**src/irq_ctl_map.svh**
```systemverilog
// Operation
// - edge code: off, rise, fall, both
// - source event sets its flag, pin edge only when enabled
// - flag vectors only with own enable
// - global enable low blocks every interrupt
// - push next address, load source vector
// - every source has its own vector
// - return pops saved address into pc
// - taking interrupt clears global enable
// - flags still latch while service blocks
// - full stack blocks every acknowledge
// - flag rise wakes sleep, enables ignored
// - selected pin edge sets pin flag
// - pin is interrupt input only when enabled
// - pull-high stays valid in interrupt use
// - servicing pin clears pin flag
// - touch slot overflow sets touch flag
// - servicing touch clears touch flag
// - primary byte: flags 6..4, enables 3..0
// - secondary byte: flag bit5, enable bit1
// - edge register bits 7..2 read zero
// - counter overflow sets flag, service clears
// - timebase overflow sets flag, service clears
// - service return sets global, plain keeps
`ifndef IRQ_CTL_MAP_SVH
`define IRQ_CTL_MAP_SVH

// ==========================================================
// register selects
`define REG_EDGE_SELECT      2'h0
`define REG_PRIMARY_CONTROL  2'h1
`define REG_SECONDARY_CONTROL 2'h2

// ==========================================================
// field positions
`define EDGE_SEL_HI          1
`define PRI_COUNTER_FLAG     6
`define PRI_TOUCH_FLAG       5
`define PRI_PIN_FLAG         4
`define PRI_COUNTER_ENABLE   3
`define PRI_TOUCH_ENABLE     2
`define PRI_PIN_ENABLE       1
`define PRI_GLOBAL_ENABLE    0
`define SEC_TIMEBASE_FLAG    5
`define SEC_TIMEBASE_ENABLE  1

// ==========================================================
// reset values, sizes, vectors
`define REG_RESET            8'h00
`define PC_W                 11
`define STACK_DEPTH          6
`define STACK_PTR_W          3
`define VEC_PIN              11'h004
`define VEC_TOUCH            11'h008
`define VEC_COUNTER          11'h00C
`define VEC_TIMEBASE         11'h010

`endif

```
**src/irq_ctl_pkg.sv**
```systemverilog
`include "irq_ctl_map.svh"
package irq_ctl_pkg;
   typedef logic [`PC_W-1:0] pc_t;
   typedef enum logic [2:0] {
      ST_IDLE    = 3'b001,
      ST_SERVICE = 3'b010,
      ST_RESUME  = 3'b100
   } svc_state_t;
   typedef enum logic [1:0] {
      EDGE_OFF  = 2'b00,
      EDGE_RISE = 2'b01,
      EDGE_FALL = 2'b10,
      EDGE_BOTH = 2'b11
   } edge_sel_t;
endpackage : irq_ctl_pkg

```
**src/return_stack.sv**
```systemverilog
`timescale 1ns/1ps
`include "irq_ctl_map.svh"
module return_stack
(
   input  wire logic             clk,      // system clock
   input  wire logic             rstN,     // synchronised reset
   input  wire logic             push,     // store pushData
   input  wire logic             pop,      // remove top entry
   input  wire irq_ctl_pkg::pc_t pushData, // address to save
   output irq_ctl_pkg::pc_t      popData,  // popped address, registered
   output logic                  full,     // no room left
   output logic                  empty     // nothing saved
);
   import irq_ctl_pkg::*;

   pc_t                     mem [`STACK_DEPTH];
   logic [`STACK_PTR_W-1:0] depth;

   assign full  = (depth == `STACK_PTR_W'(`STACK_DEPTH));
   assign empty = (depth == '0);

   // ==========================================================
   // pointer: push onto free slot, pop from top
   always_ff @(posedge clk or negedge rstN)
   begin
      if (!rstN)
         depth <= '0;
      else if (push && !full)
         depth <= depth + `STACK_PTR_W'(1);
      else if (pop && !empty)
         depth <= depth - `STACK_PTR_W'(1);
   end

   // storage array
   always_ff @(posedge clk)
   begin
      if (push && !full)
         mem[depth] <= pushData;
   end

   // read data register
   always_ff @(posedge clk or negedge rstN)
   begin
      if (!rstN)
         popData <= '0;
      else if (pop && !empty)
         popData <= mem[depth - `STACK_PTR_W'(1)];
   end
endmodule : return_stack

```
**src/interrupt_controller.sv**
```systemverilog
`timescale 1ns/1ps
`include "irq_ctl_map.svh"
module interrupt_controller
(
   input  wire logic             clk,             // 40 MHz system clock
   input  wire logic             nrst,            // power-on reset, low
   input  wire logic [1:0]       regAddr,         // register select
   input  wire logic             regWrite,        // write strobe
   input  wire logic [7:0]       regWdata,        // write data
   output logic      [7:0]       regRdata,        // read data, registered
   input  wire logic             extPin,          // shared pin, async
   input  wire logic             pullHighSel,     // port pull-high choice
   output logic                  pinPullUpEn,     // pull-high to pad
   output logic                  pinIrqMode,      // pin used as irq input
   input  wire logic             touchOverflow,   // slot counter overflow
   input  wire logic             counterOverflow, // timer overflow
   input  wire logic             timebaseOverflow,// time base overflow
   input  wire logic             instrBoundary,   // core may be interrupted
   input  wire irq_ctl_pkg::pc_t nextPc,          // next instruction address
   input  wire logic             callPush,        // subroutine call
   input  wire logic             retPop,          // plain return
   input  wire logic             retiPop,         // return_from_service
   input  wire logic             sleepMode,       // core in sleep or idle
   output logic                  irqTake,         // interrupt taken, pulse
   output logic                  pcLoad,          // load pc, pulse
   output irq_ctl_pkg::pc_t      pcTarget,        // pc value to load
   output logic                  stackFull,       // return stack full
   output logic                  wakeUp           // wake pulse
);
   import irq_ctl_pkg::*;

   // ==========================================================
   // reset release
   logic rstMeta;
   logic rstN;

   // two-stage release of the asynchronous reset
   always_ff @(posedge clk or negedge nrst)
   begin
      if (!nrst)
      begin
         rstMeta <= 1'b0;
         rstN    <= 1'b0;
      end
      else
      begin
         rstMeta <= 1'b1;
         rstN    <= rstMeta;
      end
   end

   // ==========================================================
   // register state
   edge_sel_t  pin_edge_select;
   logic       global_irq_enable;
   logic [3:0] srcEnable;  // pin, touch, counter, timebase
   logic [3:0] srcFlag;    // same order
   logic [3:0] srcEvent;
   logic [3:0] flagWe;
   logic [3:0] flagWdata;
   logic [3:0] svcClear;
   logic [3:0] prevFlag;
   svc_state_t state;
   svc_state_t next_state;
   logic [1:0] chosen;
   logic [3:0] ready;
   logic       takeOk;
   logic       retAccept;
   logic       retiAccept;
   logic       stackEmpty;
   pc_t        popData;
   logic       wrEdge;
   logic       wrPri;
   logic       wrSec;

   assign wrEdge = regWrite && (regAddr == `REG_EDGE_SELECT);
   assign wrPri  = regWrite && (regAddr == `REG_PRIMARY_CONTROL);
   assign wrSec  = regWrite && (regAddr == `REG_SECONDARY_CONTROL);

   // ==========================================================
   // external pin
   logic pinSync1;
   logic pinSync2;
   logic pinLast;
   logic pinRise;
   logic pinFall;
   logic pinEdge;

   // synchroniser and edge history
   always_ff @(posedge clk or negedge rstN)
   begin
      if (!rstN)
      begin
         pinSync1 <= 1'b0;
         pinSync2 <= 1'b0;
         pinLast  <= 1'b0;
      end
      else
      begin
         pinSync1 <= extPin;
         pinSync2 <= pinSync1;
         pinLast  <= pinSync2;
      end
   end

   assign pinRise = pinSync2 && !pinLast;
   assign pinFall = !pinSync2 && pinLast;

   always_comb
   begin
      case (pin_edge_select)
         EDGE_OFF:  pinEdge = 1'b0;
         EDGE_RISE: pinEdge = pinRise;
         EDGE_FALL: pinEdge = pinFall;
         EDGE_BOTH: pinEdge = pinRise || pinFall;
         default:   pinEdge = 1'b0;
      endcase
   end

   // pin serves as irq input only when enabled
   assign pinIrqMode  = srcEnable[0];
   // pull-high passes through in either use
   assign pinPullUpEn = pullHighSel;

   assign srcEvent = {timebaseOverflow, counterOverflow, touchOverflow,
                      pinEdge && srcEnable[0]};

   // ==========================================================
   // software writes to the flags
   // flag positions in the bytes
   assign flagWe    = {wrSec, wrPri, wrPri, wrPri};
   assign flagWdata = {regWdata[`SEC_TIMEBASE_FLAG],
                       regWdata[`PRI_COUNTER_FLAG],
                       regWdata[`PRI_TOUCH_FLAG],
                       regWdata[`PRI_PIN_FLAG]};

   assign svcClear = irqTake ? (4'h1 << chosen) : 4'h0;

   // event sets flag over any clear
   generate
      for (genvar i = 0; i < 4; i++)
      begin : g_flag
         always_ff @(posedge clk or negedge rstN)
         begin
            if (!rstN)
               srcFlag[i] <= 1'b0;
            else if (srcEvent[i])
               srcFlag[i] <= 1'b1;
            else if (svcClear[i])
               srcFlag[i] <= 1'b0;
            else if (flagWe[i])
               srcFlag[i] <= flagWdata[i];
         end
      end
   endgenerate

   // ==========================================================
   // enables and edge select
   always_ff @(posedge clk or negedge rstN)
   begin
      if (!rstN)
      begin
         pin_edge_select <= EDGE_OFF;
         srcEnable       <= 4'h0;
      end
      else
      begin
         if (wrEdge)
            pin_edge_select <= edge_sel_t'(regWdata[`EDGE_SEL_HI:0]);
         if (wrPri)
            srcEnable[2:0] <= {regWdata[`PRI_COUNTER_ENABLE],
                               regWdata[`PRI_TOUCH_ENABLE],
                               regWdata[`PRI_PIN_ENABLE]};
         if (wrSec)
            srcEnable[3] <= regWdata[`SEC_TIMEBASE_ENABLE];
      end
   end

   // global enable: service clear beats return set beats write
   always_ff @(posedge clk or negedge rstN)
   begin
      if (!rstN)
         global_irq_enable <= 1'b0;
      // taking an interrupt clears global enable
      else if (irqTake)
         global_irq_enable <= 1'b0;
      else if (retiAccept)
         global_irq_enable <= 1'b1;
      // software may set it again to nest
      else if (wrPri)
         global_irq_enable <= regWdata[`PRI_GLOBAL_ENABLE];
   end

   // ==========================================================
   // read back
   // unused bits read zero
   always_ff @(posedge clk or negedge rstN)
   begin
      if (!rstN)
         regRdata <= `REG_RESET;
      else
      begin
         case (regAddr)
            `REG_EDGE_SELECT:
               regRdata <= {6'h00, pin_edge_select};
            `REG_PRIMARY_CONTROL:
               regRdata <= {1'b0, srcFlag[2:0], srcEnable[2:0],
                            global_irq_enable};
            `REG_SECONDARY_CONTROL:
               regRdata <= {2'h0, srcFlag[3], 3'h0, srcEnable[3], 1'b0};
            default:
               regRdata <= `REG_RESET;
         endcase
      end
   end

   // ==========================================================
   // arbitration
   // flag counts only with its own enable
   assign ready = srcFlag & srcEnable;

   // lowest index wins: pin, touch, counter, timebase
   always_comb
   begin
      chosen = 2'h0;
      for (int i = 3; i >= 0; i--)
      begin
         if (ready[i])
            chosen = 2'(i);
      end
   end

   function automatic pc_t vecOf(input logic [1:0] src);
      case (src)
         2'h0:    vecOf = `VEC_PIN;
         2'h1:    vecOf = `VEC_TOUCH;
         2'h2:    vecOf = `VEC_COUNTER;
         default: vecOf = `VEC_TIMEBASE;
      endcase
   endfunction : vecOf

   // global enable and stack room both needed
   assign takeOk = global_irq_enable && (|ready) && !stackFull &&
                   instrBoundary && (state == ST_IDLE) && !pcLoad &&
                   !retPop && !retiPop && !callPush;
   assign irqTake    = takeOk;
   assign retAccept  = retPop && !stackEmpty && (state == ST_IDLE);
   assign retiAccept = retiPop && !stackEmpty && (state == ST_IDLE);

   // ==========================================================
   // service sequencer
   always_comb
   begin
      case (state)
         ST_IDLE:
            if (irqTake)
               next_state = ST_SERVICE;
            else if (retAccept || retiAccept)
               next_state = ST_RESUME;
            else
               next_state = ST_IDLE;
         ST_SERVICE: next_state = ST_IDLE;
         ST_RESUME:  next_state = ST_IDLE;
         default:    next_state = ST_IDLE;
      endcase
   end

   always_ff @(posedge clk or negedge rstN)
   begin
      if (!rstN)
         state <= ST_IDLE;
      else
         state <= next_state;
   end

   // pc load: vector after take, popped pc after return
   always_ff @(posedge clk or negedge rstN)
   begin
      if (!rstN)
      begin
         pcLoad   <= 1'b0;
         pcTarget <= '0;
      end
      else if (irqTake)
      begin
         pcLoad   <= 1'b1;
         pcTarget <= vecOf(chosen);
      end
      else if (state == ST_RESUME)
      begin
         pcLoad   <= 1'b1;
         pcTarget <= popData;
      end
      else
         pcLoad <= 1'b0;
   end

   // push next address on take or call
   return_stack u_stack
   (
      .clk      (clk),
      .rstN     (rstN),
      .push     (irqTake || callPush),
      .pop      (retAccept || retiAccept),
      .pushData (nextPc),
      .popData  (popData),
      .full     (stackFull),
      .empty    (stackEmpty)
   );

   // ==========================================================
   // wake-up
   // flag rise during sleep wakes, enables ignored
   always_ff @(posedge clk or negedge rstN)
   begin
      if (!rstN)
      begin
         prevFlag <= 4'h0;
         wakeUp   <= 1'b0;
      end
      else
      begin
         prevFlag <= srcFlag;
         wakeUp   <= sleepMode && (|(srcFlag & ~prevFlag));
      end
   end
endmodule : interrupt_controller

```
**config.mk**
```make
export PLATFORM = sky130hd
export DESIGN_NAME = interrupt_controller
export DESIGN_NICKNAME = d
export VERILOG_FILES = /design/src/irq_ctl_pkg.sv /design/src/return_stack.sv /design/src/interrupt_controller.sv
export VERILOG_INCLUDE_DIRS = /design/src
export SDC_FILE = /design/constraint.sdc
export NUM_CORES = 1
export LEC_CHECK = 0
export ABC_AREA = 0
export BUFFER_PORTS_ARGS = -buffer_cell sky130_fd_sc_hd__clkbuf_2
export CORE_ASPECT_RATIO = 0.9
export CORE_MARGIN = 2
export CORE_UTILIZATION = 50
export DETAILED_ROUTE_END_ITERATION = 7
export HOLD_SLACK_MARGIN = 0.06
export PLACE_DENSITY_LB_ADDON = 0.25
export SLEW_MARGIN = 30
export SYNTH_ARGS = -nofsm -noshare
export SYNTH_HDL_FRONTEND = slang
export SYNTH_HIERARCHICAL = 1
export SYNTH_SLANG_ARGS = --single-unit
```
**constraint.sdc**
```tcl
create_clock -name clk -period 2.4 [get_ports clk]
set_input_delay 0.12 -clock clk [delete_from_list [all_inputs] [get_ports clk]]
set_output_delay 0.12 -clock clk [all_outputs]
set_load 0.03 [all_outputs]
```
==> flow_summary_export.csv <==
group,metric,value,unit
place,gp_congestion,0.783,
timing,period_share,97.4,%
floorplan,io_pins,59,
critical_path,cp_cell_sequence,"inv_4 > ha_4 > and2_4 > nand4bb_4 > or4_4 > a21oi_4 > buf_6",
final_layout,nets,491,
timing,max_slew_margin,64.8,%
floorplan,dieArea,11100,sq um
critical_path,endpoint,"irqTake",
pwr,ir_worst_vdd,0.847,mV
global_routing,overflow,0,
timing,period_minus_slack,2340,ps
global_routing,antenna_found_initial,0,
yosys,seq_area_frac_synth,66.4,%
clocking,clock_latency,410,ps
floorplan,die_w,111,um
pwr,internal-power,5.68,mW
final_layout,fill_cells,721,
yosys,synth.cell_area,5130,sq um
pwr,power_frac_seq,34.8,%
critical_path,r2r-start,"state[0]$_DFF_PN1_",
yosys,syn-num-nets,386,
pwr,switchingPower,2.85,mW
pwr,swShare,33.4,%
pwr,power.share.combinational,34.8,%
clocking,clkTransAtPathRegs,60,ps
timing,worst_slew_pin_slew,527,ps
detailed_routing,antenna_left,0,
final_layout,final_common_cell,"edfxtp_1",
critical_path,cp.arrival,2220,ps
yosys,yosysWarnings,6,
yosys,synth_top_area_share,38.6,%
critical_path,slowest_stage,"or4_4",
yosys,synth_cells,346,
pwr,cellLeakagePower,2.80,nW
final_layout,seqCellArea,3410,sq um
min_path,hold_path.class,"input pin to flop",
critical_path,max_stage_delay,530,ps
outcome,status,"finished clean",
detailed_routing,route.detailed.drc,0,
critical_path,crit_type,"flop to output port",
yosys,synth.area.top_cells,"edfxtp_1 39%, dfrtp_1 27%, mux2i_1 5.7%, mux2_2 5.0%, a221o_1 2.3%",
floorplan,core_area,10100,sq um
detailed_routing,drtIter0Drc,199,
floorplan,row_count,35,
clocking,cts_tree,"yes",
timing,grt_setup_unrepaired,"true",
timing,skew,9.21,ps
clocking,cts_root_buf,"clkbuf_16",
final_layout,area.growth.synth_to_final,28.4,%
global_routing,grt_pass1_vias,3252,
pwr,pwr-share-clk,30.4,%
critical_path,cp_max_fo,5,
critical_path,startpoint_type,"flop",
timing,whs,92.7,ps
run,cap_violations,0,
place,dpl_cell_area,5710,sq um
detailed_routing,post_drt_wl_per_cell,17.9,um
clocking,h-tree-depth,4,
final_layout,antenna_cells,0,
critical_path,crit_path_start,"u_stack/depth[0]$_DFFE_PN0P_",
critical_path,r2r_setup_slack,90,ps
global_routing,grt_max_degree,24,
pwr,p_per_area,1290,nW/um^2
critical_path,required,2280,ps
final_layout,layout_common_cells,"66 x edfxtp_1, 55 x dfrtp_1, 53 x clkbuf_2",
clocking,clkSinkCount,123,
global_routing,grt_usage,20.7,%
detailed_routing,viasPerCell,5.34,
place,hpwlAfterDp,6.89,mm
detailed_routing,firstDrtPassIters,4,
final_layout,layout-drive-gt1-share,34.7,%
clocking,cts_inserted_buffers,17,
timing,slew_viol_final,0,
place,pre_cts_ws,58.5,ps
detailed_routing,via_count,3166,
yosys,ys_ff_latch,123,
timing,fin_ws,61.7,ps
critical_path,critPathCaptureType,"output port",
timing,hold_violations,0,
final_layout,stdcell_area,6600,sq um
yosys,synth_cell_types,49,
final_layout,multi_input_area,1660,sq um
yosys,synth_area_per_cell,14.8,sq um
timing,fin_setup_tns,0,ps
timing,fmax,428,MHz
critical_path,reg2reg_depth,6,
clocking,clock_path_buffers,2,
timing,setup_viol,0,
floorplan,die_h,100,um
place,port_buffers,54,
global_routing,grt_pass1_wl,17.0,mm
floorplan,start_util,50.8,%
detailed_routing,drt-total-wl,10.6,mm
critical_path,rr_endpoint,"u_stack/mem[0][3]$_DFFE_PP_",
yosys,synth_largest_area_cell,"edfxtp_1",
[power by group through the flow]
stage / clock, mW / sequential [mW] / combinational, mW
5_1_grt: 2.74 / 3.02 / 3.22
4_1_cts: 2.63 / 2.97 / 2.97
6_report: 2.59 / 2.97 / 2.97
2_1_floorplan: 0 / 3.17 / 1.98
3_5_place_dp: 0 / 3.01 / 2.90
3_3_place_gp: 0 / 2.98 / 2.83
[cell type report]
type                    instances  share of cell area (%)
multi-input cells             196                    25.2
clock inverters                14                    2.56
flip-flops and latches        123                    51.7
inverters                      10                   0.607
repair buffers                103                    10.8
clock buffers                  18                    6.66
well taps                     129                    2.45
[metal layers]
| metal | wire (um) | global-route usage [%] | vias to the layer above |
|---|---|---|---|
| li1 | - | - | 1514 |
| met1 | 4760 | 25.7 | 1575 |
| met2 | 5270 | 34.6 | 65 |
| met3 | 414 | 6.04 | 12 |
| met4 | 144 | 8.08 | 0 |
| met5 | 0 | 0 | - |
[worst min-delay path by stage]
stage	from	endpoint	slack, ps	cells past startpoint
2_1_floorplan	nrst	rstMeta$_DFF_PN0_	-180	0
3_3_place_gp	nrst	rstMeta$_DFF_PN0_	-90	1
3_5_place_dp	nrst	rstMeta$_DFF_PN0_	-90	1
4_1_cts	regAddr[0]	regRdata[0]$_DFF_PN0_	70	3
5_1_grt	regAddr[0]	regRdata[1]$_DFF_PN0_	100	3
6_report	regWdata[6]	srcFlag[2]$_DFFE_PN0P_	90	4
[state kept, by name, summed over array words and instances (netlist names)]
register           count
srcFlag                4
global_irq_enable      1
u_stack/mem           66
pcLoad                 1
pcTarget              11
prevFlag               4
u_stack/popData       11
pinLast                1
pinSync1               1
pinSync2               1
u_stack/depth          3
rstN                   1
wakeUp                 1
state                  3
regRdata               7
rstMeta                1
pin_edge_select        2
srcEnable              4
[cells in the mapped netlist (all sizes together)]
library cell,count
dfrtp,56
a22o,1
a221oi,1
inv,10
xnor2,2
buf,14
nor2,16
nand4b,1
clkbuf,3
nand4bb,1
nand2b,3
o21a,1
a21o,2
ha,6
or3b,1
conb,2
nand3,2
mux2i,29
nor4,3
or4,1
a21boi,2
a22oi,1
o22ai,2
nand2,12
o2bb2ai,1
a41oi,1
a31oi,1
or2,4
a21oi,6
o21ai,16
and3,1
nor3b,3
nor2b,3
a221o,12
mux2,28
o211a,11
nand3b,3
dfstp,1
edfxtp,66
nor3,8
nand4,1
and2,8
[stage by stage]
step,instances,util (%),power [mW]
floorplan,346,-,5.16
detailed placement,535,56.5,5.91
finish,593,65.2,8.53
global placement,535,56.5,5.81
global route,593,65.2,8.98
CTS,593,65.1,8.58
[cell families after synthesis]
logic type	count (synthesis)	synth area share [%]
adder cells (fa/ha/maj)	6	1.46
other	2	0.146
XOR/XNOR	2	0.341
buffers and inverters	27	3.09
AO/OA/AOI/OAI	58	8.77
multiplexers	57	12.2
AND/OR/NAND/NOR	71	7.63
flip-flops	123	66.4
[critical path: cells and delay by family, from the launching register on]
kind	cells	cell delay, ps
adder cells (fa/ha/maj)	1	170
AND/OR/NAND/NOR	3	870
AO/OA/AOI/OAI	1	170
flip-flops	1	380
buffers and inverters	2	210
[repair_timing]
| item | in CTS | in global routing |
|---|---|---|
| endpoints found under the hold margin | 83 | 0 |
| setup buffers | 1 | 0 |
| hold buffers | 25 | 0 |
| gates resized for setup | 1 | 4 |
| setup endpoints to repair | 1 | 23 |
Note: power is estimated with default switching activity, not from simulation.
